## src/rtl/rssx_pkg.sv

```systemverilog
package rssx_pkg;
  // instruction classes handled by this block
  typedef enum logic [2:0] {
    OP_NONE,
    OP_ROTL,
    OP_ROTR,
    OP_LITSUB,
    OP_FILESUB,
    OP_NIBX,
    OP_SLEEP
  } rssx_op_type;

  // opcode match patterns, upper bits only except the whole power-down word
  localparam logic [5:0] ROTL_PAT = 6'h0D;
  localparam logic [5:0] ROTR_PAT = 6'h0C;
  localparam logic [5:0] FSUB_PAT = 6'h02;
  localparam logic [5:0] NIBX_PAT = 6'h0E;
  localparam logic [5:0] LSUB_PAT = 6'h1D;
  localparam logic [13:0] SLEEP_WORD = 14'h0003;

  // instruction word field positions
  localparam int OPC_HI = 13;
  localparam int OPC_LO = 8;
  localparam int DEST_BIT = 7;
  localparam int FADDR_HI = 6;

  // status bit positions
  localparam int ST_CARRY = 0;
  localparam int ST_HALF = 1;
  localparam int ST_ZERO = 2;
  localparam int ST_SLEPT = 3;
  localparam int ST_EXPIRY = 4;

  // software port map
  localparam logic [7:0] ADDR_ACC = 8'h80;
  localparam logic [7:0] ADDR_STATUS = 8'h81;
  localparam logic [7:0] ADDR_CTRL = 8'h82;

  // values after reset
  localparam logic [7:0] ACC_RST = 8'h00;
  localparam logic [4:0] STATUS_RST = 5'h18;
  localparam logic [7:0] FILE_RST = 8'h00;
  localparam int FILE_DEPTH = 128;
endpackage : rssx_pkg
```

## src/rtl/rssx_alu_if.sv

```systemverilog
`timescale 1ns/10ps
`default_nettype none
interface rssx_alu_if;
  rssx_pkg::rssx_op_type op;
  logic [7:0] fileVal;
  logic [7:0] accVal;
  logic [7:0] literal;
  logic carryIn;
  logic [7:0] result;
  logic carryOut;
  logic halfOut;
  logic zeroOut;

  // core side drives operands
  modport core (
    output op, fileVal, accVal, literal, carryIn,
    input result, carryOut, halfOut, zeroOut
  );
  // datapath side computes
  modport alu (
    input op, fileVal, accVal, literal, carryIn,
    output result, carryOut, halfOut, zeroOut
  );
endinterface : rssx_alu_if
`default_nettype wire

```

## src/rtl/rssx_alu.sv

```systemverilog
`timescale 1ns/10ps
`default_nettype none
module rssx_alu (
  // operands and results
  rssx_alu_if.alu bus
);
  logic [7:0] minuend;
  logic [8:0] diff;
  logic [4:0] lowDiff;

  // combinational result and flag generation
  always_comb begin
    minuend = (bus.op == rssx_pkg::OP_LITSUB) ? bus.literal : bus.fileVal;
    diff = {1'b0, minuend} + {1'b0, ~bus.accVal} + 9'h001;
    lowDiff = {1'b0, minuend[3:0]} + {1'b0, ~bus.accVal[3:0]} + 5'h01;
    bus.result = bus.fileVal;
    bus.carryOut = bus.carryIn;
    bus.halfOut = lowDiff[4];
    bus.zeroOut = 1'b0;
    unique case (bus.op)
      rssx_pkg::OP_ROTL: begin
        bus.result = {bus.fileVal[6:0], bus.carryIn};
        bus.carryOut = bus.fileVal[7];
      end
      rssx_pkg::OP_ROTR: begin
        bus.result = {bus.carryIn, bus.fileVal[7:1]};
        bus.carryOut = bus.fileVal[0];
      end
      rssx_pkg::OP_LITSUB, rssx_pkg::OP_FILESUB: begin
        bus.result = diff[7:0];
        bus.carryOut = diff[8];
        bus.zeroOut = (diff[7:0] == 8'h00);
      end
      rssx_pkg::OP_NIBX: begin
        bus.result = {bus.fileVal[3:0], bus.fileVal[7:4]};
      end
      rssx_pkg::OP_NONE, rssx_pkg::OP_SLEEP: begin
        bus.result = bus.fileVal;
      end
      default: begin
        bus.result = bus.fileVal;
      end
    endcase
  end
endmodule : rssx_alu
`default_nettype wire

```

## src/rtl/rssx_exec.sv

```systemverilog
// Strobed register access and the register addresses were chosen for this implementation.
`timescale 1ns/10ps
`default_nettype none
// How it works
// - Rotate-left-carry shifts the file register left, old carry into bit 0, old bit 7 into carry, one cycle.
// - With the destination bit 0 the result goes to the accumulator, with 1 back to the file register.
// - Rotate-right-carry moves bit 0 into carry and the old carry into bit 7.
// - The power-down word enters sleep, stops the oscillator and updates the expiry and sleep flags.
// - Literal-minus-acc puts literal minus accumulator into the accumulator and sets carry, half and zero.
// - File-minus-acc subtracts the accumulator from the file register, steered by the destination bit.
// - Nibble exchange swaps the two halves of the file register, steered, flags untouched.
module rssx_exec (
  // clock and reset
  input wire logic clk,
  input wire logic srst,
  // instruction stream
  input wire logic instrValid,
  input wire logic [13:0] instrWord,
  output logic instrReady,
  output logic instrDone,
  // wake pin from outside
  input wire logic wakePin,
  // power state
  output logic sleepMode,
  output logic oscStop,
  // software register port
  input wire logic [7:0] regAddr,
  input wire logic [7:0] regWrData,
  input wire logic regWrite,
  input wire logic regRead,
  output logic [7:0] regRdData,
  // architectural state view
  output logic [7:0] accOut,
  output logic [4:0] statusOut
);
  rssx_alu_if aluBus ();

  rssx_alu u_alu (
    .bus(aluBus.alu)
  );

  // opcode decode, shared by operand selection and execute logic
  function automatic rssx_pkg::rssx_op_type decodeOp(input logic [13:0] w);
    logic [5:0] opc;
    opc = w[rssx_pkg::OPC_HI:rssx_pkg::OPC_LO];
    if (w == rssx_pkg::SLEEP_WORD) begin
      decodeOp = rssx_pkg::OP_SLEEP;
    end else if (opc == rssx_pkg::ROTL_PAT) begin
      decodeOp = rssx_pkg::OP_ROTL;
    end else if (opc == rssx_pkg::ROTR_PAT) begin
      decodeOp = rssx_pkg::OP_ROTR;
    end else if (opc == rssx_pkg::FSUB_PAT) begin
      decodeOp = rssx_pkg::OP_FILESUB;
    end else if (opc == rssx_pkg::NIBX_PAT) begin
      decodeOp = rssx_pkg::OP_NIBX;
    end else if (opc == rssx_pkg::LSUB_PAT) begin
      decodeOp = rssx_pkg::OP_LITSUB;
    end else begin
      decodeOp = rssx_pkg::OP_NONE;
    end
  endfunction : decodeOp

  // file register storage
  logic [7:0] fileMem [rssx_pkg::FILE_DEPTH];

  // wake pin synchroniser
  logic wakeMeta_ff;
  logic wakeSync_ff;

  // architectural state
  logic [7:0] acc_ff;
  logic [7:0] nxt_acc;
  logic [4:0] status_ff;
  logic [4:0] nxt_status;
  logic sleep_ff;
  logic nxt_sleep;
  logic done_ff;
  logic nxt_done;
  logic [7:0] rdData_ff;
  logic [7:0] nxt_rdData;
  logic fileWe;
  logic [6:0] fileWa;
  logic [7:0] fileWd;
  logic swFileWe;

  // decoded current instruction
  rssx_pkg::rssx_op_type curOp;
  logic [6:0] fAddr;
  logic toFile;
  logic accepted;

  // operand selection toward the datapath
  always_comb begin
    curOp = decodeOp(instrWord);
    fAddr = instrWord[rssx_pkg::FADDR_HI:0];
    toFile = instrWord[rssx_pkg::DEST_BIT];
    accepted = instrValid && !sleep_ff;
    aluBus.op = accepted ? curOp : rssx_pkg::OP_NONE;
    aluBus.fileVal = fileMem[fAddr];
    aluBus.accVal = acc_ff;
    aluBus.literal = instrWord[7:0];
    aluBus.carryIn = status_ff[rssx_pkg::ST_CARRY];
  end

  // next state of accumulator, flags, power state and file write
  always_comb begin
    nxt_acc = acc_ff;
    nxt_status = status_ff;
    nxt_sleep = sleep_ff;
    nxt_done = 1'b0;
    fileWe = 1'b0;
    fileWa = fAddr;
    fileWd = aluBus.result;
    swFileWe = 1'b0;
    // software writes first, the instruction overrides a clash
    if (regWrite) begin
      if (!regAddr[7]) begin
        swFileWe = 1'b1; // own port, lost only when an instruction writes the same address
      end else if (regAddr == rssx_pkg::ADDR_ACC) begin
        nxt_acc = regWrData;
      end else if (regAddr == rssx_pkg::ADDR_STATUS) begin
        nxt_status = regWrData[4:0];
      end
    end
    // wake pin ends power-down
    if (sleep_ff && wakeSync_ff) begin
      nxt_sleep = 1'b0;
    end
    if (accepted) begin
      nxt_done = 1'b1;
      unique case (curOp)
        rssx_pkg::OP_ROTL, rssx_pkg::OP_ROTR: begin
          nxt_status[rssx_pkg::ST_CARRY] = aluBus.carryOut;
        end
        rssx_pkg::OP_LITSUB, rssx_pkg::OP_FILESUB: begin
          nxt_status[rssx_pkg::ST_CARRY] = aluBus.carryOut;
          nxt_status[rssx_pkg::ST_HALF] = aluBus.halfOut;
          nxt_status[rssx_pkg::ST_ZERO] = aluBus.zeroOut;
        end
        rssx_pkg::OP_SLEEP: begin
          nxt_sleep = 1'b1;
          nxt_status[rssx_pkg::ST_EXPIRY] = 1'b1;
          nxt_status[rssx_pkg::ST_SLEPT] = 1'b0;
        end
        rssx_pkg::OP_NIBX, rssx_pkg::OP_NONE: begin
          nxt_status = nxt_status;
        end
      endcase
      // destination steering
      if (curOp == rssx_pkg::OP_LITSUB) begin
        nxt_acc = aluBus.result;
      end else if (curOp == rssx_pkg::OP_ROTL || curOp == rssx_pkg::OP_ROTR ||
                   curOp == rssx_pkg::OP_FILESUB || curOp == rssx_pkg::OP_NIBX) begin
        if (toFile) begin
          fileWe = 1'b1;
          fileWa = fAddr;
          fileWd = aluBus.result;
        end else begin
          nxt_acc = aluBus.result;
        end
      end
    end
  end

  // software read path, data stands one cycle later
  always_comb begin
    nxt_rdData = 8'h00;
    if (regRead) begin
      if (!regAddr[7]) begin
        nxt_rdData = fileMem[regAddr[6:0]];
      end else if (regAddr == rssx_pkg::ADDR_ACC) begin
        nxt_rdData = acc_ff;
      end else if (regAddr == rssx_pkg::ADDR_STATUS) begin
        nxt_rdData = {3'h0, status_ff};
      end else if (regAddr == rssx_pkg::ADDR_CTRL) begin
        nxt_rdData = {7'h00, sleep_ff};
      end
    end
  end

  // state registers
  always_ff @(posedge clk) begin
    wakeMeta_ff <= wakePin;
    wakeSync_ff <= wakeMeta_ff;
    if (srst) begin
      acc_ff <= rssx_pkg::ACC_RST;
      status_ff <= rssx_pkg::STATUS_RST;
      sleep_ff <= 1'b0;
      done_ff <= 1'b0;
      rdData_ff <= 8'h00;
    end else begin
      acc_ff <= nxt_acc;
      status_ff <= nxt_status;
      sleep_ff <= nxt_sleep;
      done_ff <= nxt_done;
      rdData_ff <= nxt_rdData;
    end
  end

  // file register array, cleared by reset
  always_ff @(posedge clk) begin
    for (int i = 0; i < rssx_pkg::FILE_DEPTH; i++) begin
      if (srst) begin
        fileMem[i] <= rssx_pkg::FILE_RST;
      end else if (fileWe && fileWa == 7'(i)) begin
        fileMem[i] <= fileWd;
      end else if (swFileWe && regAddr[6:0] == 7'(i)) begin
        fileMem[i] <= regWrData;
      end
    end
  end

  // outputs
  assign instrReady = !sleep_ff;
  assign instrDone = done_ff;
  assign sleepMode = sleep_ff;
  assign oscStop = sleep_ff;
  assign regRdData = rdData_ff;
  assign accOut = acc_ff;
  assign statusOut = status_ff;
endmodule : rssx_exec
`default_nettype wire

```

## config.mk

```make
export PLATFORM = sky130hd
export DESIGN_NAME = rssx_exec
export DESIGN_NICKNAME = d
export VERILOG_FILES = /design/src/rtl/rssx_pkg.sv /design/src/rtl/rssx_alu_if.sv /design/src/rtl/rssx_alu.sv /design/src/rtl/rssx_exec.sv
export SDC_FILE = /design/constraint.sdc
export NUM_CORES = 2
export LEC_CHECK = 0
export BUFFER_PORTS_ARGS = -buffer_cell sky130_fd_sc_hd__buf_2
export CORE_MARGIN = 8
export CORE_UTILIZATION = 30
export CTS_CLUSTER_DIAMETER = 30
export CTS_CLUSTER_SIZE = 12
export DETAILED_ROUTE_END_ITERATION = 8
export PLACE_DENSITY = 0.55
export SYNTH_ARGS = -nofsm -noshare
export SYNTH_HDL_FRONTEND = slang
export SYNTH_SLANG_ARGS = --single-unit
```

## constraint.sdc

```tcl
create_clock -name clk -period 11.1 [get_ports clk]
set_input_delay 0.555 -clock clk [delete_from_list [all_inputs] [get_ports clk]]
set_output_delay 0.555 -clock clk [all_outputs]
set_load 0.02 [all_outputs]
```

==> reports/qor.csv <==
metric,value,unit
outcome,"complete, but fails checks",
failing checks,"capacitance limit, slew limit",
worst path cell trace,buf_2 -> buf_4 -> buf_4 -> nand2_1 -> o32ai_1 -> a211oi_1 -> a22oi_1 -> nand2_1 -> o22ai_1 -> mux2_2 -> ha_1 -> o21ai_0 -> a21oi_1 -> nand2b_1 -> o21ai_0 -> a31o_1 -> a2111oi_2 -> a21oi_4 -> buf_4 -> buf_4 -> a22o_1,
Synth Instances,4314,
initial DRC count,7704,
layout cells sized above 1,29.2,%
RSZ-0062 raised after global routing,no,
row count,168,
MaxCap Viol Count,3,
total global routing track utilization,24.6,%
total number of vias,50100,
Crit path max-delay family,compound AO/OA/AOI/OAI gates,
max incr delay on CP,0.95,ns
Max transition margin,-2.51,%
area growth from synthesis to layout,21.3,%
cts bufs inserted,301,
Final Skew,0.0819,ns
"Distinct cells, synth",70,
"Top FF cell, synth",edfxtp_1,
P_sw,0.00371,W
Final Cycle Share,67.1,%
Fin Setup TNS,0,ns
Clock Pin Slew Worst Setup and Hold Paths,0.04,ns
Logic pwr share,10.2,%
Yosys warning count,0,
Net Sw Frac,25.4,%
Setup crit end kind,flip-flop,
CP bufs+invs,5,
IO Pins,61,
WP data required,11.84,ns
Achievable Freq,134,MHz
Hold Fails Final Rpt,0,
die area,224000,um^2
Setup Viol. Count Final,0,
Slowest cell on crit path,o22ai_1,
Hold WC Path Type,input port to flip-flop,
cell area after layout,76200,um^2
CTS tree,yes,
"Avg Cell Area, Syn",14.6,um^2
min Tclk post-route,7.45,ns
Starting Density,30.1,%
Worst setup SP type,input port,
Max VDD drop,169,uV
initial antenna violation count,19,
Buffers on Ports,60,
Max Buffers Root-to-Sink,4,
Worst-Skew Late Latency,0.94,ns
total wire length,287,mm
Final GP Congestion,1.01,
DR pass1 iterations,6,
number of synthesized register bits,1049,
CTS Root Cell,clkbuf_16,
grt ovf,0,
Post-CTS Resized,0,
crit path DAT,8.19,ns
crit-path max FO,71,
CTS H-tree lvls,5,
P_leak,26.5,nW
DRC,0,
vias in the first global route,48500,
first-pass GRT wire length,395,mm
Die H,474,um
async set or reset register ratio after synthesis,0,%
# nets final,4414,
floorplan die width,474,um
Post-Place Cell Area,66100,um^2
HPWL after DPL,186,mm
core footprint,209000,um^2
Flop pwr share,31.1,%
synthesized area,62800,um^2
Clk pwr share,58.8,%
Worst Tran Pin Value,1.54,ns
Final Max Tran Viols,10,
syn_nets,4360,
WS Path Type,input port to flip-flop,
clock sink total,1049,
sequential element share of the synthesized area,49.7,%
ANT nets after route,0,
largest net degree at the start of global routing,130,
vias per std cell,6.75,
CP dominant cell by count,buf_4,
number of synthesized flops with an enable pin,1024,
Wirelength per Cell,38.6,um
PD cells,192,nW/um^2
fillers,19800,
internal power,0.0109,W
[registers in the layout, indices dropped and copies added (netlist names)]
name and count:
instrDone 1, statusOut 5, fileMem 1024, regRdData 8, oscStop 1, accOut 8, wakeSync_ff 1, wakeMeta_ff 1
[timing repair]
| item | in CTS | in global routing |
|---|---|---|
| buffers inserted | 0 | 0 |
| endpoints found under the hold margin | 4 | 0 |
| hold buffers | 3 | 0 |
[placed cells by master, fill, tap and decap left out, types with 26 or more instances in the layout]
cell	count
clkinv_1	53
a211oi_1	137
mux4_2	560
a22oi_1	49
nor2_1	197
mux2i_1	105
clkbuf_1	28
a22o_1	1025
a21oi_1	59
clkbuf_16	308
bufinv_16	44
clkinv_2	49
buf_2	45
clkinvlp_4	26
nand2_1	154
nand3_1	46
buf_4	178
a221o_1	112
diode_2	33
edfxtp_1	1024
o21ai_0	28
[layer usage]
metal  GRT usage, %  vias to the layer above  part of all wire [%]
met5          0.341                        -                 0.020
met4           16.8                        8                   8.3
met3           8.46                     1154                    13
met2           36.9                     4234                    44
met1           29.7                    25800                    35
li1               -                    19000                     -
[power by group through the flow]
| stage | combinational (W) | clock, W | sequential (W) |
|---|---|---|---|
| after floorplan | 0.000864 | 0 | 0.00457 |
| after global routing | 0.00148 | 0.00879 | 0.00454 |
| after detailed placement | 0.00142 | 0 | 0.00460 |
| final | 0.00149 | 0.00858 | 0.00454 |
| after global placement | 0.00142 | 0 | 0.00459 |
| after CTS | 0.00143 | 0.00858 | 0.00453 |
[final timing paths]
check / from / end / slack, ns / cells past startpoint
worst min register to register: wakeMeta_ff$_DFF_P_ / wakeSync_ff$_DFF_P_ / 0.33 / 0
worst max-delay path: instrWord[3] / fileMem[93][3]$_DFFE_PP_ / 3.65 / 21
worst max register to register: fileMem[80][4]$_DFFE_PP_ / fileMem[118][6]$_DFFE_PP_ / 4.66 / 17
worst min-delay path: regAddr[7] / regRdData[3]$_SDFF_PP0_ / 0.11 / 2
[final cells by class]
cell class | instances | area, um^2 | share of cell area [%]
tap | 2805 | 3510 | 4.60
timing repair buffer | 249 | 1930 | 2.53
antenna | 33 | 82.6 | 0.108
clock buffer | 337 | 7830 | 10.3
inverter | 21 | 78.8 | 0.103
clock inverter | 190 | 2140 | 2.80
sequential | 1049 | 31300 | 41.0
multi-input combinational | 2746 | 29400 | 38.6
[synthesized netlist by cell type (all sizes together), types with 7 or more instances]
cell type	number	area share (%)
a211oi	140	1.7
a21oi	61	0.49
a221o	112	1.8
a221oi	11	0.18
a22o	1025	14
a22oi	51	0.62
a31oi	8	0.080
and2	7	0.070
and3	9	0.090
buf	224	2.2
clkbuf	274	1.6
dfxtp	25	0.80
edfxtp	1024	49
ha	9	0.18
inv	19	0.11
mux2	14	0.25
mux2i	105	1.7
mux4	560	20
nand2	154	0.92
nand2b	20	0.20
nand3	46	0.37
nor2	223	1.3
nor2b	22	0.22
nor3	33	0.26
nor4	8	0.080
o21a	7	0.084
o21ai	29	0.23
o22ai	22	0.22
or2	8	0.080
[kinds of logic (layout without fill, tap and decap cells)]
group           Yosys count  in the layout  synth area share [%]
xor+xnor                  6              6                0.0836
mux                     679            679                  22.0
simple gates            545            545                  3.79
other cells               0             33                     0
buf+inv                 519            797                  3.94
fa+ha+maj                10             10                 0.211
compound gates         1506           1506                  20.2
flops                  1049           1049                  49.7
[worst register-to-register path, cell delays in order, from the launching register on]
cell,delay (ns)
edfxtp_1,0.42
mux4_2,0.47
a22o_1,0.30
a2111o_1,0.35
o2111ai_1,0.45
a31oi_1,0.28
o21a_1,0.27
a221oi_2,0.69
a21oi_1,0.18
ha_1,0.37
a21boi_0,0.18
o21ai_0,0.12
a21boi_0,0.24
a21oi_1,0.10
a222oi_1,0.42
a31oi_4,0.16
buf_12,0.27
a22o_1,0.84
[per-stage QoR]
| step | instances | power, W | hold slack (ns) | util (%) | worst slack, ns |
|---|---|---|---|---|---|
| detailed placement | 6864 | 0.00602 | 0.318 | 31.7 | 3.22 |
| CTS | 7394 | 0.0145 | 0.0830 | 36.4 | 4.09 |
| floorplan | 4314 | 0.00543 | 0.310 | - | 6.24 |
| global route | 7402 | 0.0148 | 0.108 | 36.5 | 3.87 |
| global placement | 6864 | 0.00601 | 0.313 | 31.7 | 3.22 |
| finish | 7430 | 0.0146 | 0.115 | 36.5 | 3.65 |
No activity file was read; power rests on OpenSTA's default activity.
